===== src/rtl/start_guard_pkg.sv =====
// Purpose: Shared constants and carriers for the unattended start guard
// Assumes: One 40 MHz clock, inputs synchronous to it
// Notes:   Trip codes are display codes; option code selects terminal function
package start_guard_pkg;
	localparam int            NUM_INPUTS        = 8;
	localparam int            FSEL_W            = 8;
	localparam logic [7:0]    OPT_START_GUARD   = 8'h0d;   // Option code 13
	localparam logic [7:0]    OPT_NONE          = 8'h00;
	localparam logic [7:0]    TRIP_CODE_NONE    = 8'h00;
	localparam logic [7:0]    START_GUARD_TRIP  = 8'h0d;   // Trip code 13
	localparam logic [7:0]    UNDERVOLT_TRIP    = 8'h09;   // Trip code 9

	typedef logic [FSEL_W-1:0] fsel_t;

	typedef enum {
		ST_POWERUP,
		ST_STOP,
		ST_RUN,
		ST_TRIP_GUARD,
		ST_TRIP_UV
	} guard_state_e;

	// Operator-side control levels
	typedef struct packed {
		logic run_cmd;
		logic reset_terminal_input;
		logic keypad_stop_reset;
		logic undervoltage;
	} ctl_in_s;

	// Drive-side status
	typedef struct packed {
		logic       motor_run;
		logic       alarm;
		logic [7:0] trip_code;
	} drive_out_s;
endpackage : start_guard_pkg


===== src/rtl/terminal_select.sv =====
// Purpose: Picks the start guard level from the programmable input terminals
// Assumes: Terminal levels are synchronous and active high
// Notes:   Several terminals given the guard function are ORed together
`timescale 1ns/1ps
`default_nettype none
module terminal_select
	import start_guard_pkg::*;
(
	input  wire logic [NUM_INPUTS-1:0] terminals,
	input  wire fsel_t                 fsel [NUM_INPUTS],
	output logic                       guard_level
);
	logic [NUM_INPUTS-1:0] hit;

	// One comparator per terminal
	genvar i;
	generate
		for (i = 0; i < NUM_INPUTS; i++) begin : g_sel
			assign hit[i] = terminals[i] && (fsel[i] == OPT_START_GUARD);
		end
	endgenerate

	assign guard_level = |hit;
endmodule : terminal_select
`default_nettype wire


===== src/rtl/unattended_start_guard.sv =====
// Purpose: Stops the drive starting by itself when run is held at power-on
// Assumes: rst is the power-on reset; all inputs synchronous to ref_clk
// Notes:   The guard check is armed only at the first clock after reset and
//          again when an undervoltage trip is cleared by reset
`timescale 1ns/1ps
`default_nettype none
// Contract
// - Guard off and run held at power-on: motor runs right after powerup.
// - Guard on: no automatic start at powerup.
// - Guard on and run seen right after power-on: enter guard trip.
// - In guard trip, show start guard trip code and assert alarm.
// - Withdrawing run clears the guard trip and allows running again.
// - Reset terminal or keypad stop/reset also clears the guard trip.
// - Cleared by reset with run still held: motor restarts at once.
// - After undervoltage trip cleared by reset, guard check still applies.
// - Guard asserted: a pending run is not resumed at powerup.
// - Guard deasserted: pending run is resumed at powerup.
// - Guard function sits on any input whose selector equals 13.
module unattended_start_guard
	import start_guard_pkg::*;
(
	input  wire logic                  ref_clk,
	input  wire logic                  rst,
	input  wire ctl_in_s               ctl,
	input  wire logic [NUM_INPUTS-1:0] terminals,
	input  wire fsel_t                 input_function_select [NUM_INPUTS],
	output var  drive_out_s            status
);
	typedef struct packed {
		guard_state_e st;
		drive_out_s   out;
	} state_s;

	state_s cur;
	state_s next_cur;
	logic   start_guard;
	logic   do_reset;

	terminal_select u_sel (
		.terminals   (terminals),
		.fsel        (input_function_select),
		.guard_level (start_guard)
	);

	assign do_reset = ctl.reset_terminal_input || ctl.keypad_stop_reset;
	assign status   = cur.out;

	// Next-state logic; outputs are registered with the state
	always_comb begin
		next_cur = cur;
		case (cur.st)
			ST_POWERUP: begin
				// First clock after reset release decides power-on behaviour
				if (ctl.run_cmd && start_guard)
					next_cur.st = ST_TRIP_GUARD;
				else if (ctl.run_cmd)
					next_cur.st = ST_RUN;
				else
					next_cur.st = ST_STOP;
			end
			ST_STOP: begin
				if (ctl.undervoltage)
					next_cur.st = ST_TRIP_UV;
				else if (ctl.run_cmd)
					next_cur.st = ST_RUN;
			end
			ST_RUN: begin
				if (ctl.undervoltage)
					next_cur.st = ST_TRIP_UV;
				else if (!ctl.run_cmd)
					next_cur.st = ST_STOP;
			end
			ST_TRIP_GUARD: begin
				// Reset with run held restarts at once, no new edge needed
				if (do_reset && ctl.run_cmd)
					next_cur.st = ST_RUN;
				else if (do_reset || !ctl.run_cmd)
					next_cur.st = ST_STOP;
			end
			ST_TRIP_UV: begin
				// Recovery re-arms the guard check, like a fresh powerup
				if (do_reset && !ctl.undervoltage)
					next_cur.st = ST_POWERUP;
			end
			default: next_cur.st = ST_STOP;
		endcase
		next_cur.out.motor_run = (next_cur.st == ST_RUN);
		next_cur.out.alarm     = (next_cur.st == ST_TRIP_GUARD) ||
		                         (next_cur.st == ST_TRIP_UV);
		case (next_cur.st)
			ST_TRIP_GUARD: next_cur.out.trip_code = START_GUARD_TRIP;
			ST_TRIP_UV:    next_cur.out.trip_code = UNDERVOLT_TRIP;
			default:       next_cur.out.trip_code = TRIP_CODE_NONE;
		endcase
	end

	// State register; reset lands in powerup so the next edge samples inputs
	always_ff @(posedge ref_clk or posedge rst) begin
		if (rst) begin
			cur.st  <= ST_POWERUP;
			cur.out <= '0;
		end else begin
			cur <= next_cur;
		end
	end
endmodule : unattended_start_guard
`default_nettype wire

===== config.mk =====
export PLATFORM = sky130hd
export DESIGN_NAME = unattended_start_guard
export DESIGN_NICKNAME = d
export VERILOG_FILES = /design/src/rtl/start_guard_pkg.sv /design/src/rtl/terminal_select.sv /design/src/rtl/unattended_start_guard.sv
export SDC_FILE = /design/constraint.sdc
export NUM_CORES = 1
export LEC_CHECK = 0
export BUFFER_PORTS_ARGS = -buffer_cell sky130_fd_sc_hd__buf_2
export CAP_MARGIN = 20
export CORE_MARGIN = 10
export CORE_UTILIZATION = 25
export DETAILED_ROUTE_END_ITERATION = 10
export SYNTH_ARGS = -nofsm -noshare
export SYNTH_HDL_FRONTEND = slang
export SYNTH_HIERARCHICAL = 1
export SYNTH_SLANG_ARGS = --single-unit

===== constraint.sdc =====
create_clock -name ref_clk -period 1.4 [get_ports ref_clk]
set_clock_uncertainty 0.15 [all_clocks]
set_input_delay 0.28 -clock ref_clk [delete_from_list [all_inputs] [get_ports ref_clk]]
set_output_delay 0.28 -clock ref_clk [all_outputs]
set_load 0.01 [all_outputs]

==> impl_results.md, run 1 <==
* Aggregate routed wire length at about 4.0 mm
* Largest area contributor in the netlist: sky130_fd_sc_hd__dfrtp_1
* Layout Nets at roughly 300
* Critical path launch point: input_function_select[6]
* Overall routing resource usage at about 9%
* Deepest level of the CTS H-tree at 2
* Commonest cells in the netlist: 35 x sky130_fd_sc_hd__dfrtp_1, 10 x sky130_fd_sc_hd__buf_4, 8 x sky130_fd_sc_hd__nor2_1, 8 x sky130_fd_sc_hd__nor4_1, 8 x sky130_fd_sc_hd__nor4b_1
* Start point of the worst hold path: ctl[0]
* Peak supply drop at 0.0004195 V
* Yosys warns at 6
* Antenna violations before repair at 0
* Worst-path cell with the longest stage delay: sky130_fd_sc_hd__or4b_4
* Critical Setup Path Class: input port to flip-flop
* Proportion of synthesized chip area in sequential cells at a little over three fifths
* Grt total ovfl at 0
* DRC violations left at 0
* Share of layout cells above drive strength 1 at approximately half
* Minimum clock period after layout at between 1.5 and 2 ns
* Number of antenna-violating nets in the routed design at 0
* TritonCTS clock tree: yes
* Startpoint class of the critical path: input port
* RSZ-0062 raised after global routing: yes
* Setup WS post-layout at -0.4388 ns
* HPWL reported at the end of detailed placement at around 3.3 mm
* Cell class contributing the biggest share of worst-path delay: simple AND/OR/NAND/NOR gates
* Cell-by-cell trace of the critical path: buf_2, or4b_4, nor4b_2, nor4_1, nand4b_1, nand2b_4, a221oi_4, mux2_2, nand2_1
* Number of synthesized flops with an enable pin at 0
* Clk Latency, worst-skew pair at approximately 0.28 ns
* Antenna diode instance count at 0
* Count of mapped cells out of synthesis at 109
* Violation count after the first detailed-route iteration at 11
* Outcome: finished, violations left
* Count of buffers added by post-CTS timing repair for setup at 0
* Proportion of netlist area held by the largest area contributor at a little over three fifths
* Final Hold Slack at about 0.28 ns
* Share of async-settable or async-resettable flops after synthesis at 100.0%
* Endpoint type of the worst setup path: flip-flop
* Power density over the cells at about 890 nW/um^2
* Average detailed-routed wire length per instance at approximately 13 um
* Initial core utilization at between 20 and 30%
* Most used flip-flop cell after synthesis: sky130_fd_sc_hd__dfrtp_1
* First-pass GRT wire length at 6.134 mm
* Share of the cycle needed by the critical path after routing at 131.3%
* Largest cells by area after synthesis: sky130_fd_sc_hd__dfrtp_1 63%, sky130_fd_sc_hd__buf_4 5.4%, sky130_fd_sc_hd__nor4b_1 5.0%
* Horizontal extent of the die at 94.74 um
* Slew Viols, Final at 0
* Max Cap Violations at 0
* Final hold viol count at 0
* Achievable Freq at between 500 and 600 MHz
* Total buffers and inverters traversed by the critical path at 1
* Clock-pin slew reported for the worst setup and hold paths after clock tree synthesis at 0.06 ns
* Num ports at between 80 and 90
* Register bit count reported by yosys at 35
* TritonCTS Sinks at 35
* Largest driver fanout on the critical path at 4
* Launching point of the worst reg2reg path: cur[11]$_DFF_PP0_
* Area delta synth->final at 56.45%
* Data arrival, critical path at 1.91 ns
* Buffers on Ports at roughly 80
* Leakage at between 1 and 1.5 nW
* Failing checks: negative setup slack
* Data required time at the worst endpoint at 1.47 ns
* Final weighted congestion in routability-driven placement at roughly 0.75
* Post-synthesis cell type count at 27
* DR pass1 iterations at 4
* Largest net degree at the start of global routing at 36
* Total standard cell area after synthesis at 1396 sq um
* Via density per instance at between 3 and 4
* Vias in the first global route at roughly 1300
* Hold/Removal Path Class: input port to flip-flop
* DIE AREA at roughly 9000 sq um
* Die Y at about 95 um
* Delay of the slowest cell on the worst path at between 0.5 and 0.6 ns
* Vias at about 1100
* Sum of internal, switching and leakage power at around 1.9 mW
* Clk buf depth at 2
* Num rows at 27
* Count leader, synth: sky130_fd_sc_hd__dfrtp_1
* Post-synthesis area per instance at 12.81 sq um
* Clock tree root buffer cell: sky130_fd_sc_hd__clkbuf_8
* Core outline area at about 5500 sq um
* Number of clock buffers inserted by TritonCTS at 5
* Final setup violating endpoints at 5
## tightest hold or removal path, stage by stage
cell and delay, ns:
sky130_fd_sc_hd__buf_2 0.14, sky130_fd_sc_hd__a211o_1 0.19, sky130_fd_sc_hd__nor3_2 0.06
## kinds of logic after synthesis
logic type	after synthesis	share of synthesized area (%)
AO/OA/AOI/OAI	7	4.211
other	1	0.2686
buffers and inverters	12	5.914
flip-flops	35	62.72
XOR/XNOR	1	0.6274
multiplexers	1	0.8064
AND/OR/NAND/NOR	52	25.45
## layout make-up
type / instances / area [sq um]
Sequential cell: 35 / 875.8
Timing Repair Buffer: 88 / 464.2
Tap cell: 72 / 90.09
Fill cell: 537 / 3288
Clock buffer: 7 / 76.32
Clock inverter: 1 / 5.005
Multi-Input combinational cell: 95 / 665.6
Inverter: 2 / 7.507
## final timing paths
kind / cells past startpoint / end / slack, ns
min in group asynchronous: 4 / cur[36]$_DFF_PP0_ / 0.49
max in group asynchronous: 4 / cur[23]$_DFF_PP0_ / 0.31
setup reg to reg: 4 / status[9]$_DFF_PP0_ / -0.11
setup / recovery: 9 / cur[10]$_DFF_PP0_ / -0.44
hold / removal: 3 / cur[11]$_DFF_PP0_ / 0.28
hold reg to reg: 3 / cur[11]$_DFF_PP0_ / 0.48
## sequential cells by signal, indices dropped and copies added, names as in the netlist
signal,cells
cur,32
status,3
## routing by layer
layer | track usage [%] | share of wire, % | vias to the layer above
met4 | 2.618 | 0.73 | 0
met1 | 8.102 | 34 | 528
met2 | 18.36 | 62 | 15
li1 | - | - | 597
met5 | 0 | 0 | -
met3 | 1.983 | 3.7 | 2
## report_power, final
group / switching, mW / total (mW) / internal, mW
logic: 0.0874 / 0.202 / 0.114
registers: 0.0188 / 1.07 / 1.05
clock network: 0.320 / 0.668 / 0.348
total: 0.426 / 1.94 / 1.52
## what timing repair did
item | CTS | global route
pin swaps | 5 | 9
gates resized for setup | 6 | 4
setup endpoints to repair | 5 | 6
hold endpoints to repair | 35 | 0
hold buffers | 1 | 0
## stage by stage
stage / setup TNS (ns) / cell area, sq um / util, % / worst slack, ns / cells
after global routing: -1.984 / 2185 / 39.92 / -0.5155 / 300
after detailed placement: -2.828 / 2027 / 37.04 / -0.7361 / 291
after floorplan: -1.732 / 1564 / - / -0.5105 / 142
after global placement: -2.700 / 2027 / 37.04 / -0.7169 / 291
final: -1.508 / 2185 / 39.92 / -0.4388 / 300
after CTS: -1.487 / 2155 / 39.37 / -0.4321 / 300
## cells in the final DEF, fill, tap and decap left out, types with 2 or more instances in the layout
| master | count |
|---|---|
| sky130_fd_sc_hd__dfrtp_1 | 35 |
| sky130_fd_sc_hd__nor4_2 | 6 |
| sky130_fd_sc_hd__nor4_1 | 2 |
| sky130_fd_sc_hd__buf_2 | 81 |
| sky130_fd_sc_hd__nor4b_1 | 4 |
| sky130_fd_sc_hd__nand4_1 | 3 |
| sky130_fd_sc_hd__nand4b_1 | 3 |
| sky130_fd_sc_hd__nand3b_1 | 6 |
| sky130_fd_sc_hd__clkbuf_8 | 5 |
| sky130_fd_sc_hd__clkbuf_1 | 2 |
| sky130_fd_sc_hd__or4b_4 | 3 |
| sky130_fd_sc_hd__and2_1 | 2 |
| sky130_fd_sc_hd__o211ai_1 | 2 |
| sky130_fd_sc_hd__nand2_1 | 4 |
| sky130_fd_sc_hd__inv_1 | 2 |
| sky130_fd_sc_hd__conb_1 | 34 |
| sky130_fd_sc_hd__buf_4 | 5 |
| sky130_fd_sc_hd__nor2_1 | 7 |
| sky130_fd_sc_hd__nor4b_2 | 3 |
Note: power is estimated with default switching activity, not from simulation.
==> run 2: changes to the inputs <==
Settings changed: CAP_MARGIN 20 to unset, GPL_TIMING_DRIVEN set to 0.
Clock period 1.4 ns to 1.7 ns, I/O delays scaled along.
==> run 2 against run 1 <==
Compared with the run above:
- the run still ends with negative setup slack left
- first-iteration DRC count up 140%
- global-route usage down 0.38 points
- sequential cell count unchanged
- register-to-register slack better by 0.34 ns
- total power down 9.4%
- die area unchanged
- sequential share of layout area down 1.8 points
- clock power up 4.6%
- combinational power down 9%
- utilization up 1.9 points
- clock-buffer cell count down 2
- non-clock buffer count up 6
==> impl_results.md, run 2 (same netlist as run 1, synthesis figures left out) <==
* Layout Cells excl Fill at roughly 300
* Reg-to-Reg End: status[2]$_DFF_PP0_
* Clock tree root buffer cell: sky130_fd_sc_hd__clkbuf_8
* Num ports at 88
* Achievable Freq at between 500 and 600 MHz
* Layout Nets at between 300 and 400
* Grt total ovfl at 0
* Largest driver fanout on the critical path at 4
* Core outline area at 5473 sq um
* Endpoint type of the worst setup path: flip-flop
* Vias in the first global route at roughly 1300
* Area delta synth->final at 63.98%
* Vias at roughly 1200
* Cell class contributing the biggest share of worst-path delay: simple AND/OR/NAND/NOR gates
* Count of buffers added by post-CTS timing repair for setup at 0
* Reg2Reg Setup Slack at ~0.23 ns
* Die Y at 94.74 um
* Cell-by-cell trace of the critical path: buf_6, or4b_4, nor4b_4, nor4_2, nand4b_1, nand2b_4, a221oi_4, mux2_2, nand2_1
* First-pass GRT wire length at a little under 6 mm
* Via density per instance at 3.797
* Peak supply drop at 0.0003682 V
* Minimum clock period after layout at about 1.9 ns
* Setup WS post-layout at -0.1964 ns
* Share of layout cells above drive strength 1 at between 40% and 50%
* Top library cells by usage in the layout, fill and taps aside: 79 x sky130_fd_sc_hd__buf_2, 35 x sky130_fd_sc_hd__dfrtp_1, 34 x sky130_fd_sc_hd__conb_1
* Most flop-heavy register: cur
* TritonCTS Sinks at 35
* DR pass1 iterations at 4
* Total buffers and inverters traversed by the critical path at 1
* Max Cap Violations at 0
* Depth of the worst hold-timing path at 3
* Leakage at approximately 1.1 nW
* Rel. slew slack at a little over half
* Number of clock buffers inserted by TritonCTS at 5
* Placed instance count at 296
* Final hold viol count at 0
* Initial core utilization at 25.51%
* Setup tns final at -0.4604 ns
* Leading cell type in the layout, fill and taps excluded: sky130_fd_sc_hd__buf_2
* Overall routing resource usage at ~8.4%
* Launching point of the worst reg2reg path: cur[27]$_DFF_PP0_
* Failing checks: negative setup slack
* Worst r2r path cells at 3
* Violation count after the first detailed-route iteration at 26
* Transition time at the pin with the least slew margin at just under 0.7 ns
* Number of antenna-violating nets in the routed design at 0
* Final weighted congestion in routability-driven placement at ~0.75
* Worst-path cell with the longest stage delay: sky130_fd_sc_hd__or4b_4
* Antenna diode instance count at 0
* Post-route standard cell area excluding fillers at roughly 2300 sq um
* Data required time at the worst endpoint at roughly 1.8 ns
* Share of the cycle needed by the critical path after routing at 111.6%
* Largest net degree at the start of global routing at 36
* DRC violations left at 0
* Delay of the slowest cell on the worst path at between 0.5 and 0.6 ns
* Start point of the worst hold path: ctl[0]
* Hold/Removal Path Class: input port to flip-flop
* Worst-case hold path end point: cur[11]$_DFF_PP0_
* Max reg flops at 32
* Aggregate routed wire length at 3.669 mm
* Slew Viols, Final at 0
* Num rows at 27
* Power density over the cells at 768.6 nW/um^2
* RSZ-0062 raised after global routing: yes
* Horizontal extent of the die at between 90 and 100 um
* Clk buf depth at 2
* FILL cells at roughly 530
* TritonCTS clock tree: yes
* Outcome: finished, violations left
* HPWL reported at the end of detailed placement at approximately 3.1 mm
* Critical Setup Path Class: input port to flip-flop
* Average detailed-routed wire length per instance at roughly 12 um
* Clock-pin slew reported for the worst setup and hold paths after clock tree synthesis at about 0.070 ns
* Final setup violating endpoints at 4
* Antenna violations before repair at 0
* Startpoint class of the critical path: input port
* Deepest level of the CTS H-tree at 2
* Data arrival, critical path at 1.96 ns
* DIE AREA at roughly 9000 sq um
* Buffers on Ports at 82
* Placed Area at slightly above 2000 sq um
* Clk Latency, worst-skew pair at 0.27 ns
==> run 2: tightest hold or removal path: stages <==
cell	delay [ns]
sky130_fd_sc_hd__buf_2	0.13
sky130_fd_sc_hd__a211o_1	0.18
sky130_fd_sc_hd__nor3_2	0.05
==> run 2: how the worst max path moves through the flow <==
stage                                          from                 to  slack [ns]  cells past startpoint
after floorplan            input_function_select[4]  cur[10]$_DFF_PP0_       -0.27                      8
after global placement    input_function_select[28]  cur[10]$_DFF_PP0_       -0.52                      9
after detailed placement  input_function_select[28]  cur[10]$_DFF_PP0_       -0.50                      9
after CTS                 input_function_select[28]  cur[10]$_DFF_PP0_       -0.21                      9
after global routing      input_function_select[28]  cur[10]$_DFF_PP0_       -0.27                      9
final                     input_function_select[28]  cur[10]$_DFF_PP0_       -0.20                      9
==> run 2: routing by layer <==
metal,wire [um],global-route usage [%]
met2,2327,17.91
met3,129,1.745
met5,0,0
met1,1152,7.334
met4,59,3.117
==> run 2: layout make-up <==
cell class | instances | area (sq um) | share of cell area [%]
plain buffers | 10 | 75.07 | 3.279
clock buffers | 5 | 68.82 | 3.005
clock inverters | 3 | 43.79 | 1.913
inverters | 2 | 7.507 | 0.3279
multi-input cells | 95 | 661.9 | 28.91
flip-flops and latches | 35 | 875.8 | 38.25
well taps | 72 | 90.09 | 3.934
repair buffers | 84 | 466.7 | 20.38
==> run 2: power breakdown <==
group | switching, mW | internal, mW
logic | 0.0766 | 0.107
clock network | 0.264 | 0.436
registers | 0.00896 | 0.868
total | 0.349 | 1.41
==> run 2: repair_timing <==
action	4_1_cts	5_1_grt
pin swaps	8	1
hold endpoints to repair	0	18
hold buffers	0	1
gates resized for setup	10	0
setup endpoints to repair	4	4
==> run 2: stage by stage <==
step / hold slack, ns / setup slack [ns] / total power, mW / util, %
after floorplan: 0.3443 / -0.2705 / 0.9546 / -
after global placement: 0.4146 / -0.5152 / 1.049 / 37.72
after detailed placement: 0.4247 / -0.5041 / 1.052 / 37.72
after CTS: 0.2796 / -0.2058 / 1.775 / 41.15
after global routing: 0.3432 / -0.2696 / 1.848 / 41.84
final: 0.3192 / -0.1964 / 1.760 / 41.84
==> run 3: changes to the inputs <==
Settings changed: ABC_AREA set to 1.
==> run 3 against run 2 <==
Compared with the run above:
- the run now ends clean
- worst hold slack worse by 0.31 ns
- die area up 26%
- fmax up 19%
- sequential power about the same
- critical path type is now flip-flop to flip-flop
- largest cell class unchanged
==> impl_results.md, run 3 <==
* Count of instances resized after the clock tree is built at 0
* Worst slack after detailed placement at -0.03480 ns
* Count leader, synth: sky130_fd_sc_hd__nand2_1
* Grt total ovfl at 0
* Transition time at the pin with the least slew margin at between 0.6 and 0.7 ns
* Layout Nets at approximately 440
* Horizontal extent of the die at 106.4 um
* Average detailed-routed wire length per instance at a little over 9 um
* Num ports at 88
* Max reg flops at 32
* Power density over the cells at roughly 630 nW/um^2
* Final weighted congestion in routability-driven placement at between 0.8 and 0.9
* Setup WS post-layout at ~0.11 ns
* Launching point of the worst reg2reg path: cur[19]$_DFF_PP0_
* Layout Cells excl Fill at roughly 460
* Hold/Removal Path Class: input port to async pin
* Number of antenna-violating nets in the routed design at 0
* Placed instance count at 455
* Leakage at about 1.5 nW
* RSZ-0062 raised after global routing: yes
* Sequential cell area at a little under 900 sq um
* Initial core utilization at around 26%
* Share of layout cells above drive strength 1 at a little over a third
* Clk buf depth at 2
* Footprint of the multi-input gates at approximately 850 sq um
* Rel. slew slack at a little over half
* Largest net degree at the start of global routing at 36
* Count of mapped cells out of synthesis at around 240
* Endpoint type of the worst setup path: flip-flop
* First-pass GRT wire length at just over 7 mm
* Final hold viol count at 0
* Proportion of synthesized chip area in sequential cells at 46.98%
* Post-synthesis area per instance at roughly 7.7 sq um
* Core outline area at a little over 7000 sq um
* FILL cells at 751
* Commonest cells in the netlist: 52 x sky130_fd_sc_hd__nand2_1, 48 x sky130_fd_sc_hd__inv_1, 45 x sky130_fd_sc_hd__nor2_1
* Number of clock buffers inserted by TritonCTS at 5
* Slew Viols, Final at 0
* Antenna violations before repair at 0
* TritonCTS Sinks at 35
* Number of synthesized flops with an enable pin at 0
* Outcome: completed
* Die Y at 106.4 um
* Clk Latency, worst-skew pair at about 0.28 ns
* Via density per instance at 3.627
* Most used flip-flop cell after synthesis: sky130_fd_sc_hd__dfrtp_1
* DIE AREA at 11310 sq um
* Aggregate routed wire length at approximately 4.3 mm
* DRC violations left at 0
* Yosys warns at 6
* Total standard cell area after synthesis at ~1900 sq um
* Share of async-settable or async-resettable flops after synthesis at 100.0%
* Clock tree root buffer cell: sky130_fd_sc_hd__clkbuf_8
* Buffers on Ports at 82
* Vias at between 1500 and 2000
* DR pass1 iterations at 4
* Post-synthesis cell type count at 22
* Clock-pin slew reported for the worst setup and hold paths after clock tree synthesis at 0.07 ns
* Overall routing resource usage at about 7.7%
* Most flop-heavy register: cur
* Largest cells by area after synthesis: sky130_fd_sc_hd__dfrtp_1 47%, sky130_fd_sc_hd__nand2_1 10%, sky130_fd_sc_hd__inv_1 9.7%
* Peak supply drop at around 0.00026 V
* Max Cap Violations at 0
* Critical path launch point: cur[19]$_DFF_PP0_
* Data required time at the worst endpoint at about 1.7 ns
* TritonCTS clock tree: yes
* Startpoint class of the critical path: flip-flop
* Worst r2r path cells at 10
* Minimum clock period after layout at roughly 1.6 ns
* Achievable Freq at around 630 MHz
* HPWL reported at the end of detailed placement at 3.734 mm
* Num rows at 31
* End of the critical path: status[0]$_DFF_PP0_
* Data arrival, critical path at between 1.5 and 2 ns
* Violation count after the first detailed-route iteration at 67
* Register bit count reported by yosys at 35
* Leading cell type in the layout, fill and taps excluded: sky130_fd_sc_hd__buf_2
* Reg2Reg Setup Slack at approximately 0.11 ns
* Share of the cycle needed by the critical path after routing at a little over nine tenths
* Final Hold Slack at 0.009488 ns
* Largest driver fanout on the critical path at 3
* Reg-to-Reg End: status[0]$_DFF_PP0_
* Vias in the first global route at around 1600
* Final setup violating endpoints at 0
* Critical Setup Path Class: flip-flop to flip-flop
* Top library cells by usage in the layout, fill and taps aside: 82 x sky130_fd_sc_hd__buf_2, 51 x sky130_fd_sc_hd__nand2_1, 47 x sky130_fd_sc_hd__inv_1
* Deepest level of the CTS H-tree at 2
* Area delta synth->final at 40.67%
* Sum of internal, switching and leakage power at between 1.5 and 2 mW
* Proportion of netlist area held by the largest area contributor at 46.98%
* Largest area contributor in the netlist: sky130_fd_sc_hd__dfrtp_1
* Hold_buf cts at 0
* Count of buffers added by post-CTS timing repair for setup at 0
==> run 3: logic make-up (layout without fill, tap and decap cells) <==
logic type	Yosys count	after routing	synth area share, %
flip-flops	35	35	46.98
other	1	35	0.2011
AO/OA/AOI/OAI	8	8	3.020
buffers and inverters	62	152	14.50
AND/OR/NAND/NOR	135	135	35.30
==> run 3: where the power goes <==
| group | switching (mW) | total, mW | internal (mW) |
|---|---|---|---|
| sequential | 0.0108 | 0.878 | 0.868 |
| combinational | 0.0978 | 0.197 | 0.0997 |
| clock | 0.284 | 0.569 | 0.286 |
| total | 0.392 | 1.65 | 1.25 |
==> run 3: layer usage <==
layer / global-route usage [%] / vias up / wire [um]
li1: - / 911 / -
met1: 6.807 / 717 / 1564
met2: 15.19 / 49 / 2355
met3: 3.019 / 6 / 338
met4: 2.611 / 0 / 61
met5: 0 / - / 0
==> run 3: worst max-delay path: stages, from the launching register on <==
cell,delay (ns)
sky130_fd_sc_hd__dfrtp_1,0.38
sky130_fd_sc_hd__inv_1,0.05
sky130_fd_sc_hd__nand2_1,0.04
sky130_fd_sc_hd__nor2_1,0.13
sky130_fd_sc_hd__nand2_2,0.11
sky130_fd_sc_hd__nor2_2,0.17
sky130_fd_sc_hd__nand2_1,0.11
sky130_fd_sc_hd__nand3_2,0.10
sky130_fd_sc_hd__nand4_4,0.09
sky130_fd_sc_hd__nand2_2,0.08
sky130_fd_sc_hd__nand2_1,0.05
==> run 3: cell type report <==
type                       instances  share of cell area [%]
antenna                            1                 0.09542
multi-input combinational        177                   32.59
timing repair buffer              82                   15.65
sequential                        35                   33.40
inverter                          52                   7.443
tap                               99                   4.723
clock inverter                     2                  0.4771
buffer                            10                   2.863
clock buffer                       6                   2.767
==> run 3: worst min-delay path by stage <==
stage / startpoint / to / cells after the start
after floorplan: rst / cur[10]$_DFF_PP0_ / 1
after global placement: rst / cur[38]$_DFF_PP0_ / 2
after detailed placement: cur[12]$_DFF_PP0_ / cur[12]$_DFF_PP0_ / 4
after CTS: rst / cur[38]$_DFF_PP0_ / 2
after global routing: rst / cur[38]$_DFF_PP0_ / 2
final: rst / cur[38]$_DFF_PP0_ / 2
==> run 3: stage by stage <==
step | cell area, sq um | setup TNS (ns) | util (%)
6_report | 2623 | 0 | 36.16
5_1_grt | 2620 | -0.06427 | 36.12
4_1_cts | 2608 | 0 | 35.95
3_5_place_dp | 2522 | -1.161 | 34.78
3_3_place_gp | 2522 | 0 | 34.78
2_1_floorplan | 1988 | 0 | -
